`src/hw/pacl_pkg.sv`:
```
// constants and types shared by the rule table access block
package pacl_pkg;
    // register indices; byte address is four times the index
    localparam logic [5:0] IDX_STAGE_FIRST = 6'h00;
    localparam logic [5:0] IDX_STAGE_LAST  = 6'h0f;
    localparam logic [5:0] IDX_MASK_HI     = 6'h10;
    localparam logic [5:0] IDX_MASK_LO     = 6'h11;
    localparam logic [5:0] IDX_CTRL        = 6'h12;
    localparam int         ADR_W           = 8;
    localparam int         ADR_LSB         = 2;
    // table geometry
    localparam int         N_BYTES         = 16;
    localparam int         N_ENTRIES       = 16;
    localparam int         RULE_W          = 8 * N_BYTES;
    // control register fields
    localparam int         CTRL_WR_DONE    = 6;
    localparam int         CTRL_RD_DONE    = 5;
    localparam int         CTRL_DIR        = 4;
    localparam int         CTRL_IDX_HI     = 3;
    localparam logic       DIR_WRITE       = 1'b1;
    localparam logic       DIR_READ        = 1'b0;
    // reset values
    localparam logic [7:0] STAGE_RST       = 8'h00;
    localparam logic [7:0] MASK_RST        = 8'h00;
    localparam logic [3:0] INDEX_RST       = 4'h0;
    localparam logic       DONE_RST        = 1'b1;
    // filtering mode field sits in staging byte 1, bits 5:4
    localparam int         MODE_BYTE       = 1;
    localparam int         MODE_LSB        = 4;

    typedef enum logic [1:0] {
        PACL_MODE_NONE = 2'b00,
        PACL_MODE_L2   = 2'b01,
        PACL_MODE_L3   = 2'b10,
        PACL_MODE_L4   = 2'b11
    } pacl_mode_t;

    // reverses a mask byte so bit 0 lands on the highest staging byte of its half
    function automatic logic [7:0] pacl_rev8(input logic [7:0] v);
        logic [7:0] r;
        r = 8'h00;
        for (int i = 0; i < 8; i++) begin
            r[7 - i] = v[i];
        end
        return r;
    endfunction
endpackage

```
`src/hw/pacl_tbl_if.sv`:
```
// link between the transfer logic and the per-port rule table
`timescale 1ns/1ps
`default_nettype none
interface pacl_tbl_if;
    import pacl_pkg::*;
    logic [3:0]        index;
    logic              wr_en;
    logic [N_BYTES-1:0] byte_en;
    logic [RULE_W-1:0] wr_data;
    logic [RULE_W-1:0] rd_data;
    logic [3:0]        lk_index;
    logic [RULE_W-1:0] lk_data;

    modport engine (output index, wr_en, byte_en, wr_data, lk_index, input rd_data, lk_data);
    modport store  (input index, wr_en, byte_en, wr_data, lk_index, output rd_data, lk_data);
endinterface
`default_nettype wire

```
`src/hw/pacl_top.sv`:
```
// rule table indirect access: wishbone registers, transfer control, table
//
// Summary of operation
// - each port has its own table, reached only through staging and control registers.
// - mode field 00 none, 01 layer-2, 10 layer-3, 11 layer-4 filtering.
// - a 16-bit mask picks which staged bytes move to or from the entry.
// - writing the low mask byte launches; direction bit and 4-bit index steer it.
// - upper mask bit 0 selects staging byte 7, bit 7 selects byte 0.
// - lower mask bit 0 selects staging byte 15, bit 7 selects byte 8.
// - mask 1 includes a byte; 0 leaves staging and table byte untouched.
// - control bit 6 reads 1 when no write pending, 0 while writing.
// - control bit 5 reads 1 when read done; software polls before using results.
//
// Our own choices: register access over Wishbone and the placing of the registers.
`timescale 1ns/1ps
`default_nettype none
module pacl_top
    import pacl_pkg::*;
(
    input  wire logic                   clk_i,
    input  wire logic                   rst_i,
    input  wire logic [pacl_pkg::ADR_W-1:0] wb_adr_i,
    input  wire logic [31:0]            wb_dat_i,
    output logic [31:0]                 wb_dat_o,
    input  wire logic                   wb_we_i,
    input  wire logic [3:0]             wb_sel_i,
    input  wire logic                   wb_cyc_i,
    input  wire logic                   wb_stb_i,
    output logic                        wb_ack_o,
    input  wire logic [3:0]             match_index_i,
    output logic [pacl_pkg::RULE_W-1:0] match_rule_o,
    output pacl_pkg::pacl_mode_t        match_mode_o
);
    import pacl_pkg::*;

    typedef enum logic {
        ST_IDLE,
        ST_ACCESS
    } pacl_state_t;

    pacl_state_t       state;
    pacl_state_t       next_state;
    logic [7:0]        stage [N_BYTES];
    logic [7:0]        mask_hi;
    logic [7:0]        mask_lo;
    logic              ctrl_dir;
    logic [3:0]        ctrl_index;
    logic              wr_done;
    logic              rd_done;
    logic              xfer_dir;
    logic [3:0]        xfer_index;
    logic [N_BYTES-1:0] xfer_en;

    pacl_tbl_if tbl ();

    // byte b of a flat rule word
    function automatic logic [7:0] rule_byte(input logic [RULE_W-1:0] w, input int b);
        return w[8*b +: 8];
    endfunction

    // register index compare, shared by the mask and control decodes
    function automatic logic idx_hit(input logic [5:0] idx, input logic [5:0] target);
        return idx == target;
    endfunction

    // bus decode
    wire [5:0]  reg_idx   = wb_adr_i[ADR_W-1:ADR_LSB];
    wire        req       = wb_cyc_i & wb_stb_i & ~wb_ack_o;
    wire        wr_lane0  = req & wb_we_i & wb_sel_i[0];
    wire        hit_stage = (reg_idx <= IDX_STAGE_LAST);
    wire        hit_mhi   = idx_hit(reg_idx, IDX_MASK_HI);
    wire        hit_mlo   = idx_hit(reg_idx, IDX_MASK_LO);
    wire        hit_ctrl  = idx_hit(reg_idx, IDX_CTRL);
    wire [7:0]  wbyte     = wb_dat_i[7:0];
    wire        launch    = wr_lane0 & hit_mlo & (state == ST_IDLE);
    wire        in_access = (state == ST_ACCESS);
    wire        do_write  = in_access & (xfer_dir == DIR_WRITE);
    wire        do_read   = in_access & (xfer_dir == DIR_READ);
    wire [7:0]  ctrl_word = {1'b0, wr_done, rd_done, ctrl_dir, ctrl_index};

    // enables from the mask as it stands once this write lands
    logic [N_BYTES-1:0] launch_en;
    pacl_sel_map u_sel_map (
        .mask_hi_i (mask_hi),
        .mask_lo_i (wbyte),
        .byte_en_o (launch_en)
    );

    wire [7:0] rd_byte = hit_stage ? stage[reg_idx[3:0]] :
                         hit_mhi   ? mask_hi :
                         hit_mlo   ? mask_lo :
                         hit_ctrl  ? ctrl_word : 8'h00;

    // table side; only this engine touches the entries
    logic [RULE_W-1:0] stage_flat;
    always_comb begin
        stage_flat = '0;
        for (int b = 0; b < N_BYTES; b++) begin
            stage_flat[8*b +: 8] = stage[b];
        end
    end
    assign tbl.index    = xfer_index;
    assign tbl.wr_en    = do_write;
    assign tbl.byte_en  = xfer_en;
    assign tbl.wr_data  = stage_flat;
    assign tbl.lk_index = match_index_i;

    pacl_table u_table (
        .clk_i (clk_i),
        .rst_i (rst_i),
        .tbl   (tbl)
    );

    // one-cycle transfer; a second launch while busy is not taken
    always_comb begin
        next_state = state;
        case (state)
            ST_IDLE: begin
                if (launch) begin
                    next_state = ST_ACCESS;
                end
            end
            ST_ACCESS: begin
                next_state = ST_IDLE;
            end
            default: begin
                next_state = ST_IDLE;
            end
        endcase
    end

    // bus answer: one cycle after the request, dropped the next cycle
    always_ff @(posedge clk_i) begin
        if (rst_i) begin
            wb_ack_o <= 1'b0;
        end else begin
            wb_ack_o <= req;
        end
    end

    // read data zero-extended; upper lanes never carry anything
    always_ff @(posedge clk_i) begin
        if (rst_i) begin
            wb_dat_o <= 32'h0000_0000;
        end else begin
            wb_dat_o <= {24'h00_0000, rd_byte};
        end
    end

    always_ff @(posedge clk_i) begin
        if (rst_i) begin
            state <= ST_IDLE;
        end else begin
            state <= next_state;
        end
    end

    // transfer parameters latched at launch
    always_ff @(posedge clk_i) begin
        if (rst_i) begin
            xfer_dir   <= DIR_READ;
            xfer_index <= INDEX_RST;
        end else if (launch) begin
            xfer_dir   <= ctrl_dir;
            xfer_index <= ctrl_index;
        end
    end

    // enables frozen at launch so a later mask write cannot disturb it
    always_ff @(posedge clk_i) begin
        if (rst_i) begin
            xfer_en <= '0;
        end else if (launch) begin
            xfer_en <= launch_en;
        end
    end

    // register write strobes, low lane only
    wire wr_mhi  = wr_lane0 & hit_mhi;
    wire wr_mlo  = wr_lane0 & hit_mlo;
    wire wr_ctrl = wr_lane0 & hit_ctrl;

    always_ff @(posedge clk_i) begin
        if (rst_i) begin
            mask_hi <= MASK_RST;
        end else if (wr_mhi) begin
            mask_hi <= wbyte;
        end
    end

    // stored even when the launch itself is refused
    always_ff @(posedge clk_i) begin
        if (rst_i) begin
            mask_lo <= MASK_RST;
        end else if (wr_mlo) begin
            mask_lo <= wbyte;
        end
    end

    // flag bits of the written byte are read-only and dropped
    always_ff @(posedge clk_i) begin
        if (rst_i) begin
            ctrl_dir   <= DIR_READ;
            ctrl_index <= INDEX_RST;
        end else if (wr_ctrl) begin
            ctrl_dir   <= wbyte[CTRL_DIR];
            ctrl_index <= wbyte[CTRL_IDX_HI:0];
        end
    end

    // completion flags: launch clears, finished access sets; set wins
    wire wr_done_set = do_write;
    wire wr_done_clr = launch & (ctrl_dir == DIR_WRITE);
    wire rd_done_set = do_read;
    wire rd_done_clr = launch & (ctrl_dir == DIR_READ);

    always_ff @(posedge clk_i) begin
        if (rst_i) begin
            wr_done <= DONE_RST;
        end else if (wr_done_set) begin
            wr_done <= 1'b1;
        end else if (wr_done_clr) begin
            wr_done <= 1'b0;
        end
    end

    always_ff @(posedge clk_i) begin
        if (rst_i) begin
            rd_done <= DONE_RST;
        end else if (rd_done_set) begin
            rd_done <= 1'b1;
        end else if (rd_done_clr) begin
            rd_done <= 1'b0;
        end
    end

    // per-byte staging strobes; table read-back wins over a software write
    logic [N_BYTES-1:0] stage_ld;
    logic [N_BYTES-1:0] stage_sw;
    always_comb begin
        stage_ld = '0;
        stage_sw = '0;
        for (int b = 0; b < N_BYTES; b++) begin
            stage_ld[b] = do_read & xfer_en[b];
            stage_sw[b] = wr_lane0 & hit_stage & (reg_idx[3:0] == 4'(b));
        end
    end

    always_ff @(posedge clk_i) begin
        if (rst_i) begin
            for (int b = 0; b < N_BYTES; b++) begin
                stage[b] <= STAGE_RST;
            end
        end else begin
            for (int b = 0; b < N_BYTES; b++) begin
                if (stage_ld[b]) begin
                    stage[b] <= rule_byte(tbl.rd_data, b);
                end else if (stage_sw[b]) begin
                    stage[b] <= wbyte;
                end
            end
        end
    end

    // registered lookup for the matching logic outside
    wire [7:0] mode_byte = rule_byte(tbl.lk_data, MODE_BYTE);

    always_ff @(posedge clk_i) begin
        if (rst_i) begin
            match_rule_o <= '0;
        end else begin
            match_rule_o <= tbl.lk_data;
        end
    end

    always_ff @(posedge clk_i) begin
        if (rst_i) begin
            match_mode_o <= PACL_MODE_NONE;
        end else begin
            match_mode_o <= pacl_mode_t'(mode_byte[MODE_LSB +: 2]);
        end
    end
endmodule
`default_nettype wire

```
`src/hw/pacl_sel_map.sv`:
```
// maps the 16-bit byte-select mask onto staging byte enables
`timescale 1ns/1ps
`default_nettype none
module pacl_sel_map
    import pacl_pkg::*;
(
    input  wire logic [7:0]         mask_hi_i,
    input  wire logic [7:0]         mask_lo_i,
    output logic [pacl_pkg::N_BYTES-1:0] byte_en_o
);
    // high byte bit i -> stage 7-i, low byte bit i -> stage 15-i
    assign byte_en_o = {pacl_rev8(mask_lo_i), pacl_rev8(mask_hi_i)};
endmodule
`default_nettype wire

```
`src/hw/pacl_table.sv`:
```
// per-port rule table storage, flip-flops indexed by entry
`timescale 1ns/1ps
`default_nettype none
module pacl_table
    import pacl_pkg::*;
(
    input  wire logic  clk_i,
    input  wire logic  rst_i,
    pacl_tbl_if.store  tbl
);
    logic [RULE_W-1:0] mem [N_ENTRIES];

    always_ff @(posedge clk_i) begin
        if (rst_i) begin
            for (int e = 0; e < N_ENTRIES; e++) begin
                mem[e] <= '0;
            end
        end else if (tbl.wr_en) begin
            for (int b = 0; b < N_BYTES; b++) begin
                if (tbl.byte_en[b]) begin
                    mem[tbl.index][8*b +: 8] <= tbl.wr_data[8*b +: 8];
                end
            end
        end
    end

    assign tbl.rd_data = mem[tbl.index];
    assign tbl.lk_data = mem[tbl.lk_index];
endmodule
`default_nettype wire

```
`config.mk`:
```
export PLATFORM = sky130hd
export DESIGN_NAME = pacl_top
export DESIGN_NICKNAME = d
export VERILOG_FILES = /design/src/hw/pacl_pkg.sv /design/src/hw/pacl_tbl_if.sv /design/src/hw/pacl_top.sv /design/src/hw/pacl_sel_map.sv /design/src/hw/pacl_table.sv
export SDC_FILE = /design/constraint.sdc
export NUM_CORES = 2
export LEC_CHECK = 0
export BUFFER_PORTS_ARGS = -buffer_cell sky130_fd_sc_hd__buf_2
export CORE_ASPECT_RATIO = 0.7
export CORE_MARGIN = 3
export CORE_UTILIZATION = 30
export DETAILED_ROUTE_END_ITERATION = 16
export GPL_TIMING_DRIVEN = 0
export PLACE_DENSITY = 0.56
export SKIP_CTS_REPAIR_TIMING = 1
export SYNTH_ARGS = -nofsm -noshare
export SYNTH_HDL_FRONTEND = slang
export SYNTH_HIERARCHICAL = 1
export SYNTH_SLANG_ARGS = --single-unit
```
`constraint.sdc`:
```
create_clock -name clk_i -period 2.7 [get_ports clk_i]
set_clock_uncertainty 0.05 [all_clocks]
set_input_delay 0.27 -clock clk_i [delete_from_list [all_inputs] [get_ports clk_i]]
set_output_delay 0.27 -clock clk_i [all_outputs]
set_load 0.02 [all_outputs]
```
### Word level (Yosys, flattened, before mapping)

Memories as Yosys holds them, arrays and structs flattened. A register that Yosys moved wholly into a read port is not among the register bits.
Cells that the tools add are included.
Widths: inputs -> output; s select.

* word-level logic and storage cells: 342
* memories: 2
* bits in registers: 208
* output and inout bits: 163
* input port bits: 53
* RAM bits: 2176

Memory list
* u_table.mem: depth 16, bits a word 128, rd ports 2, clocked after memory_dff 1, write ports 16, RTL line pacl_table.sv:11 `logic [RULE_W-1:0] mem [N_ENTRIES];`
* stage: depth 16, bits a word 8, rd ports 17, clocked after memory_dff 0, write ports 16, RTL line pacl_top.sv:43 `logic [7:0] stage [N_BYTES];`

* magnitude comparators: 1
* multiplexer cells: 221
* reductions and logical operators: 4
* eq/ne operators: 18
* bitwise gates (word level): 81

Operators with widths (number)
* $mux 8: 35
* $mux 1: 179
* $mux 128: 1
* $reduce_or 128->1: 1
* $and 1x1->1: 45
* $eq 4x4->1 const B: 8
* $or 1x1->1: 32
* $eq 6x5->1 const B: 3
* $eq 4x3->1 const B: 4
* $mux 16: 1
* $mux 4: 3
* $eq 4x2->1 const B: 2
* $mux 7: 1
* $le 6x4->1 const B: 1
* $eq 4x1->1 const B: 1
* $logic_not 4->1: 1
* $not 1->1: 4
* $reduce_or 2->1: 2
* $pmux 1 s2: 1

### Logic depth before layout (Yosys ltp)

* word-level depth: 11
* depth in mapped cells: 10
* mapped depth without buffers: 5

### Hierarchy

The synthesis kept the hierarchy.

Modules (own cells, without submodules)
* pacl_table: seq. area each 61499.0 um^2, instances 1, area each 108362.7 um^2, cells an instance 6563
* pacl_top: seq. area each 7487.2 um^2, instances 1, area each 12737.2 um^2, cells an instance 1028
* pacl_sel_map: seq. area each 0.0 um^2, instances 1, area each 120.1 um^2, cells an instance 16

### Worst setup path after synthesis

No wires, ideal clock.

* path kind: reg2reg
* start: register tbl.index[1] (netlist name)
* end: memory stage[15][7], data pin
* setup time: 0.260 ns
* required time: 2.390 ns
* period minus slack after synthesis: 2.599 ns
* buffers on the path: 4
* arrival time: 2.290 ns
* cell stages (with the launch flop): 9
* slack: 0.101 ns
* cell sequence: dfxtp_1 -> buf_2 -> buf_2 -> buf_2 -> buf_1 -> mux4_2 -> mux4_2 -> nor2b_1 -> mux2_2

RTL lines (RTL line)
* end: declaration: pacl_top.sv:43

### Final worst setup path

* start: input match_index_i[3]
* end: register match_rule_o[50] (netlist name)

* longest elaborated chain between the ends: 1

Ends and longest elaborated chain
* start: declaration: RTL line pacl_top.sv:30 `input wire logic [3:0] match_index_i,`
* $mem_v2 16x128
* via tbl.lk_data[50]: RTL line pacl_tbl_if.sv:12 `logic [RULE_W-1:0] lk_data;`
* end signal: assignment: RTL line pacl_top.sv:272 `match_rule_o <= tbl.lk_data;`
* end: declaration: RTL line pacl_top.sv:31 `output logic [pacl_pkg::RULE_W-1:0] match_rule_o,`

The timed path passes the listed nets, and every way through them passes these cells.
A chain may end at the register's enable or synchronous reset.

==> results.rst <==
.. list-table::
   :header-rows: 1

   * - Metric
     - Value
   * - Number of enable flip-flop cells after synthesis
     - 2176
   * - Cell with the largest stage delay on the worst path
     - sky130_fd_sc_hd__clkbuf_1
   * - Setup slack of the critical path after layout
     - -0.3267 ns
   * - Die height
     - 537.8 um
   * - Via count
     - 81950
   * - Total congestion overflow
     - 0
   * - Die X
     - 765.8 um
   * - Combined area of all synthesized cells
     - 0.1212 mm^2
   * - Shortest period the worst path allows
     - 3.027 ns
   * - Later-pin clock latency in the skew report
     - 0.98 ns
   * - Via count normalized by instance count
     - 5.899
   * - Final estimated routing congestion in global placement
     - 0.9670
   * - Most common cell after layout, fill and taps aside
     - sky130_fd_sc_hd__edfxtp_1
   * - Clock tree from TritonCTS
     - yes
   * - Arrival time worst endpoint
     - 3.86 ns
   * - Post-detail-place hpwl
     - 381.5 mm
   * - Fraction of layout instances using a drive strength above 1
     - 34.62%
   * - Crit Path Max Fanout
     - 11
   * - Signed area change from the synthesized netlist to the final layout
     - 17.94%
   * - Power, Total
     - 88.41 mW
   * - Required @ worst endpoint
     - 3.53 ns
   * - Cell Count Post-Placement
     - 13200
   * - Aggregate global-route resource usage
     - 24.29%
   * - Slew HR
     - -14.89%
   * - Final layout net count
     - 8268
   * - Top cell by count, worst path
     - sky130_fd_sc_hd__clkbuf_1
   * - Status
     - finished, violations left
   * - Post-CTS clock slew at the launch and capture registers of the worst setup and hold paths
     - 0.06 ns
   * - Critical Path Source
     - match_index_i[3]
   * - Pin count of the biggest net entering global routing
     - 16
   * - Sequential cell area fraction in the yosys report
     - 56.91%
   * - # H-tree levels
     - 5
   * - Final setup violation count
     - 1542
   * - Setup repair after global routing missed its margin
     - yes
   * - Wire length of the first global-routing pass
     - 678.1 mm
   * - Leakage power summed over all cells
     - 47.02 nW
   * - Commonest cells after routing, fill and taps aside
     - sky130_fd_sc_hd__edfxtp_1, sky130_fd_sc_hd__and2_1, sky130_fd_sc_hd__mux4_2, sky130_fd_sc_hd__clkbuf_16, sky130_fd_sc_hd__clkbuf_1
   * - Net switching power
     - 22.45 mW
   * - Switching share of power
     - 25.40%
   * - Clock share of power
     - 42.4%
   * - Floorplan row count
     - 194
   * - Detailed-route DRC error count
     - 0
   * - Register Area
     - 0.06899 mm^2
   * - Number of buffers inserted by port buffering
     - 149
   * - Distinct cells, synth
     - 55
   * - Power per cell area
     - 618.4 mW/mm^2
   * - Largest vdd supply drop
     - 471.1 uV
   * - Worst-margin pin slew
     - 1.723 ns
   * - Final TNS setup
     - -162.84 ns
   * - Number of hold-slack violations in the final timing report
     - 0
   * - Wire length on met1
     - 201.3 mm
   * - Routed length per instance
     - 37.29 um
   * - Routed length on met3
     - 90.60 mm
   * - Max-cap violation count
     - 7
   * - Combinational share of power
     - 9.1%
   * - Antenna violations before repair
     - 96
   * - Overall die area
     - 0.4119 mm^2
   * - Vias in the first global route
     - 76780
   * - Maximum clock insertion buffer count
     - 4
   * - Number of flip-flops and latches in the synthesized netlist
     - 2358
   * - Worst R2R Setup Slack
     - -0.33 ns
   * - Final Instance Count excl. Fillers
     - 13890
   * - DRC violation total after the first TritonRoute iteration
     - 14150
   * - Top-level port count
     - 216
   * - Kind of start point of the critical path
     - input port
   * - RR Startpoint
     - tbl.index[0]
   * - Number of clock sinks seen by CTS
     - 2358
   * - Sequential group share of total power
     - 48.5%
   * - Number of buffers created by CTS
     - 265
   * - Type of the worst setup path
     - in2reg
   * - Uppermost metal layer occupied by signal nets
     - met5
   * - Highest clock frequency the design can meet
     - 330.4 MHz
   * - Met2 layer wire length in the routed design
     - 204.8 mm
   * - Violations in the final reports
     - capacitance limit, slew limit, setup timing
   * - Warnings from Yosys
     - 6
   * - Path category of the worst min-delay check
     - in2reg
   * - Gate count of the mapped netlist
     - 7607
   * - Area used by multi-input combinational logic
     - 0.05167 mm^2
   * - Post-detailed-routing wire length
     - 518.0 mm
   * - FFs w/ async S/R, synth
     - 0%
   * - Sequence of cells on the critical path
     - clkbuf_1, clkbuf_2, buf_16, clkbuf_1, a211oi_1, a21oi_1, nor2b_1
   * - Placement Setup Slack
     - -2.619 ns
   * - Ratio of final minimum period to clock period
     - 112.1%
   * - Core area
     - 0.4008 mm^2
   * - Type of element capturing the critical path
     - register
   * - Source of the worst hold timing path
     - wb_dat_i[2]
   * - Critical Path Max Stage Delay
     - 1.11 ns
   * - Pins over their slew limit
     - 75
   * - Synth Area per Inst
     - 15.94 um^2
   * - Number of detailed-routing iterations run before antenna repair
     - 6
   * - Effective utilization at floorplan
     - 30.25%
   * - Layout filler cell count
     - 37820
   * - Antenna viol nets, final
     - 0
   * - Design internal power
     - 65.96 mW
   * - Flip-flop cell with the highest count after synthesis
     - sky130_fd_sc_hd__edfxtp_1
   * - Root buf cell
     - sky130_fd_sc_hd__clkbuf_16
path summary, 6_finish.rpt:
path	to	depth (start not counted)
min	stage[7][2]	2
max	match_rule_o[50]	7
max reg2reg	stage[15][3]	8
min reg2reg	rd_done	2
worst max-delay path: cells and delay by family:
| family | cells | cell delay (ns) |
|---|---|---|
| buffers and inverters | 4 | 2.67 |
| AOI/OAI and AO/OA | 2 | 0.67 |
| and+or+nand+nor | 1 | 0.18 |
per-stage QoR:
step	util, %	hold WS (ns)	instance area (um^2)
after floorplan	-	0.3031	121300
after global placement	32.14	0.3964	128800
after detailed placement	32.34	0.3991	129600
after CTS	34.51	-0.5425	138300
after global routing	35.64	0.02025	142800
final	35.67	0.06753	143000
synth_stat cells (4+ instances only):
master	n	area share, %
sky130_fd_sc_hd__buf_2	119	0.49
sky130_fd_sc_hd__edfxtp_1	2176	54
sky130_fd_sc_hd__a211oi_1	44	0.27
sky130_fd_sc_hd__a32oi_1	4	0.029
sky130_fd_sc_hd__dfxtp_1	182	3.0
sky130_fd_sc_hd__a31oi_1	24	0.12
sky130_fd_sc_hd__a22oi_1	9	0.056
sky130_fd_sc_hd__a2111oi_4	4	0.091
sky130_fd_sc_hd__nand3_1	35	0.14
sky130_fd_sc_hd__mux4_2	1263	23
sky130_fd_sc_hd__clkbuf_1	333	1.0
sky130_fd_sc_hd__buf_1	65	0.20
sky130_fd_sc_hd__and3_1	5	0.026
sky130_fd_sc_hd__nor3_1	7	0.029
sky130_fd_sc_hd__and2_1	2070	11
sky130_fd_sc_hd__buf_4	81	0.50
sky130_fd_sc_hd__nand4_1	5	0.026
sky130_fd_sc_hd__a22o_1	96	0.69
sky130_fd_sc_hd__o21ai_0	32	0.13
sky130_fd_sc_hd__a221oi_1	8	0.058
sky130_fd_sc_hd__or2_2	47	0.24
sky130_fd_sc_hd__nor2b_1	197	1.0
sky130_fd_sc_hd__nand2_1	90	0.28
sky130_fd_sc_hd__mux2_2	40	0.37
sky130_fd_sc_hd__mux2i_1	44	0.36
sky130_fd_sc_hd__nor2_1	281	0.87
sky130_fd_sc_hd__a21oi_1	70	0.29
sky130_fd_sc_hd__or2_1	212	1.1
sky130_fd_sc_hd__buf_6	19	0.18
sky130_fd_sc_hd__a2111oi_0	5	0.036
power by group through the flow:
stage                     logic, mW  registers [mW]  clock network [mW]
final                          8.02            42.9                37.5
after global placement         7.48            43.4                   0
after CTS                      7.64            42.8                37.9
after global routing           8.12            43.0                39.3
after detailed placement       7.61            43.6                   0
after floorplan                4.04            43.2                   0
routing by layer:
metal | vias up | GRT usage [%]
li1 | 30750 | -
met1 | 43330 | 34.24
met2 | 6978 | 32.06
met3 | 877 | 11.46
met4 | 16 | 9.066
met5 | - | 0.2179
registers in the layout (all words and copies together) (netlist names), 4 cells and up:
signal        flops
mask_lo           8
u_table/mem    2048
mask_hi           8
match_rule_o    128
ctrl_index        4
stage           128
tbl.index         4
wb_dat_o          8
tbl.byte_en      16
cell families (layout without fill, tap and decap cells):
kind of cell,count (synthesis),count (layout),synth area share [%]
compound gates,307,307,1.858
simple gates,2974,2975,14.62
other cells,1,105,0.003094
flops,2358,2358,56.91
buf+inv,620,1410,2.411
mux,1347,1347,24.20
final cells by class:
class / count / area share (%)
clock inverters: 155 / 1.154
inverters: 3 / 0.007877
plain buffers: 616 / 2.775
well taps: 5390 / 4.717
multi-input cells: 4653 / 36.14
clock buffers: 318 / 4.925
repair buffers: 318 / 1.879
diodes: 81 / 0.1418
flip-flops and latches: 2358 / 48.26
No activity file was read; power rests on OpenSTA's default activity.
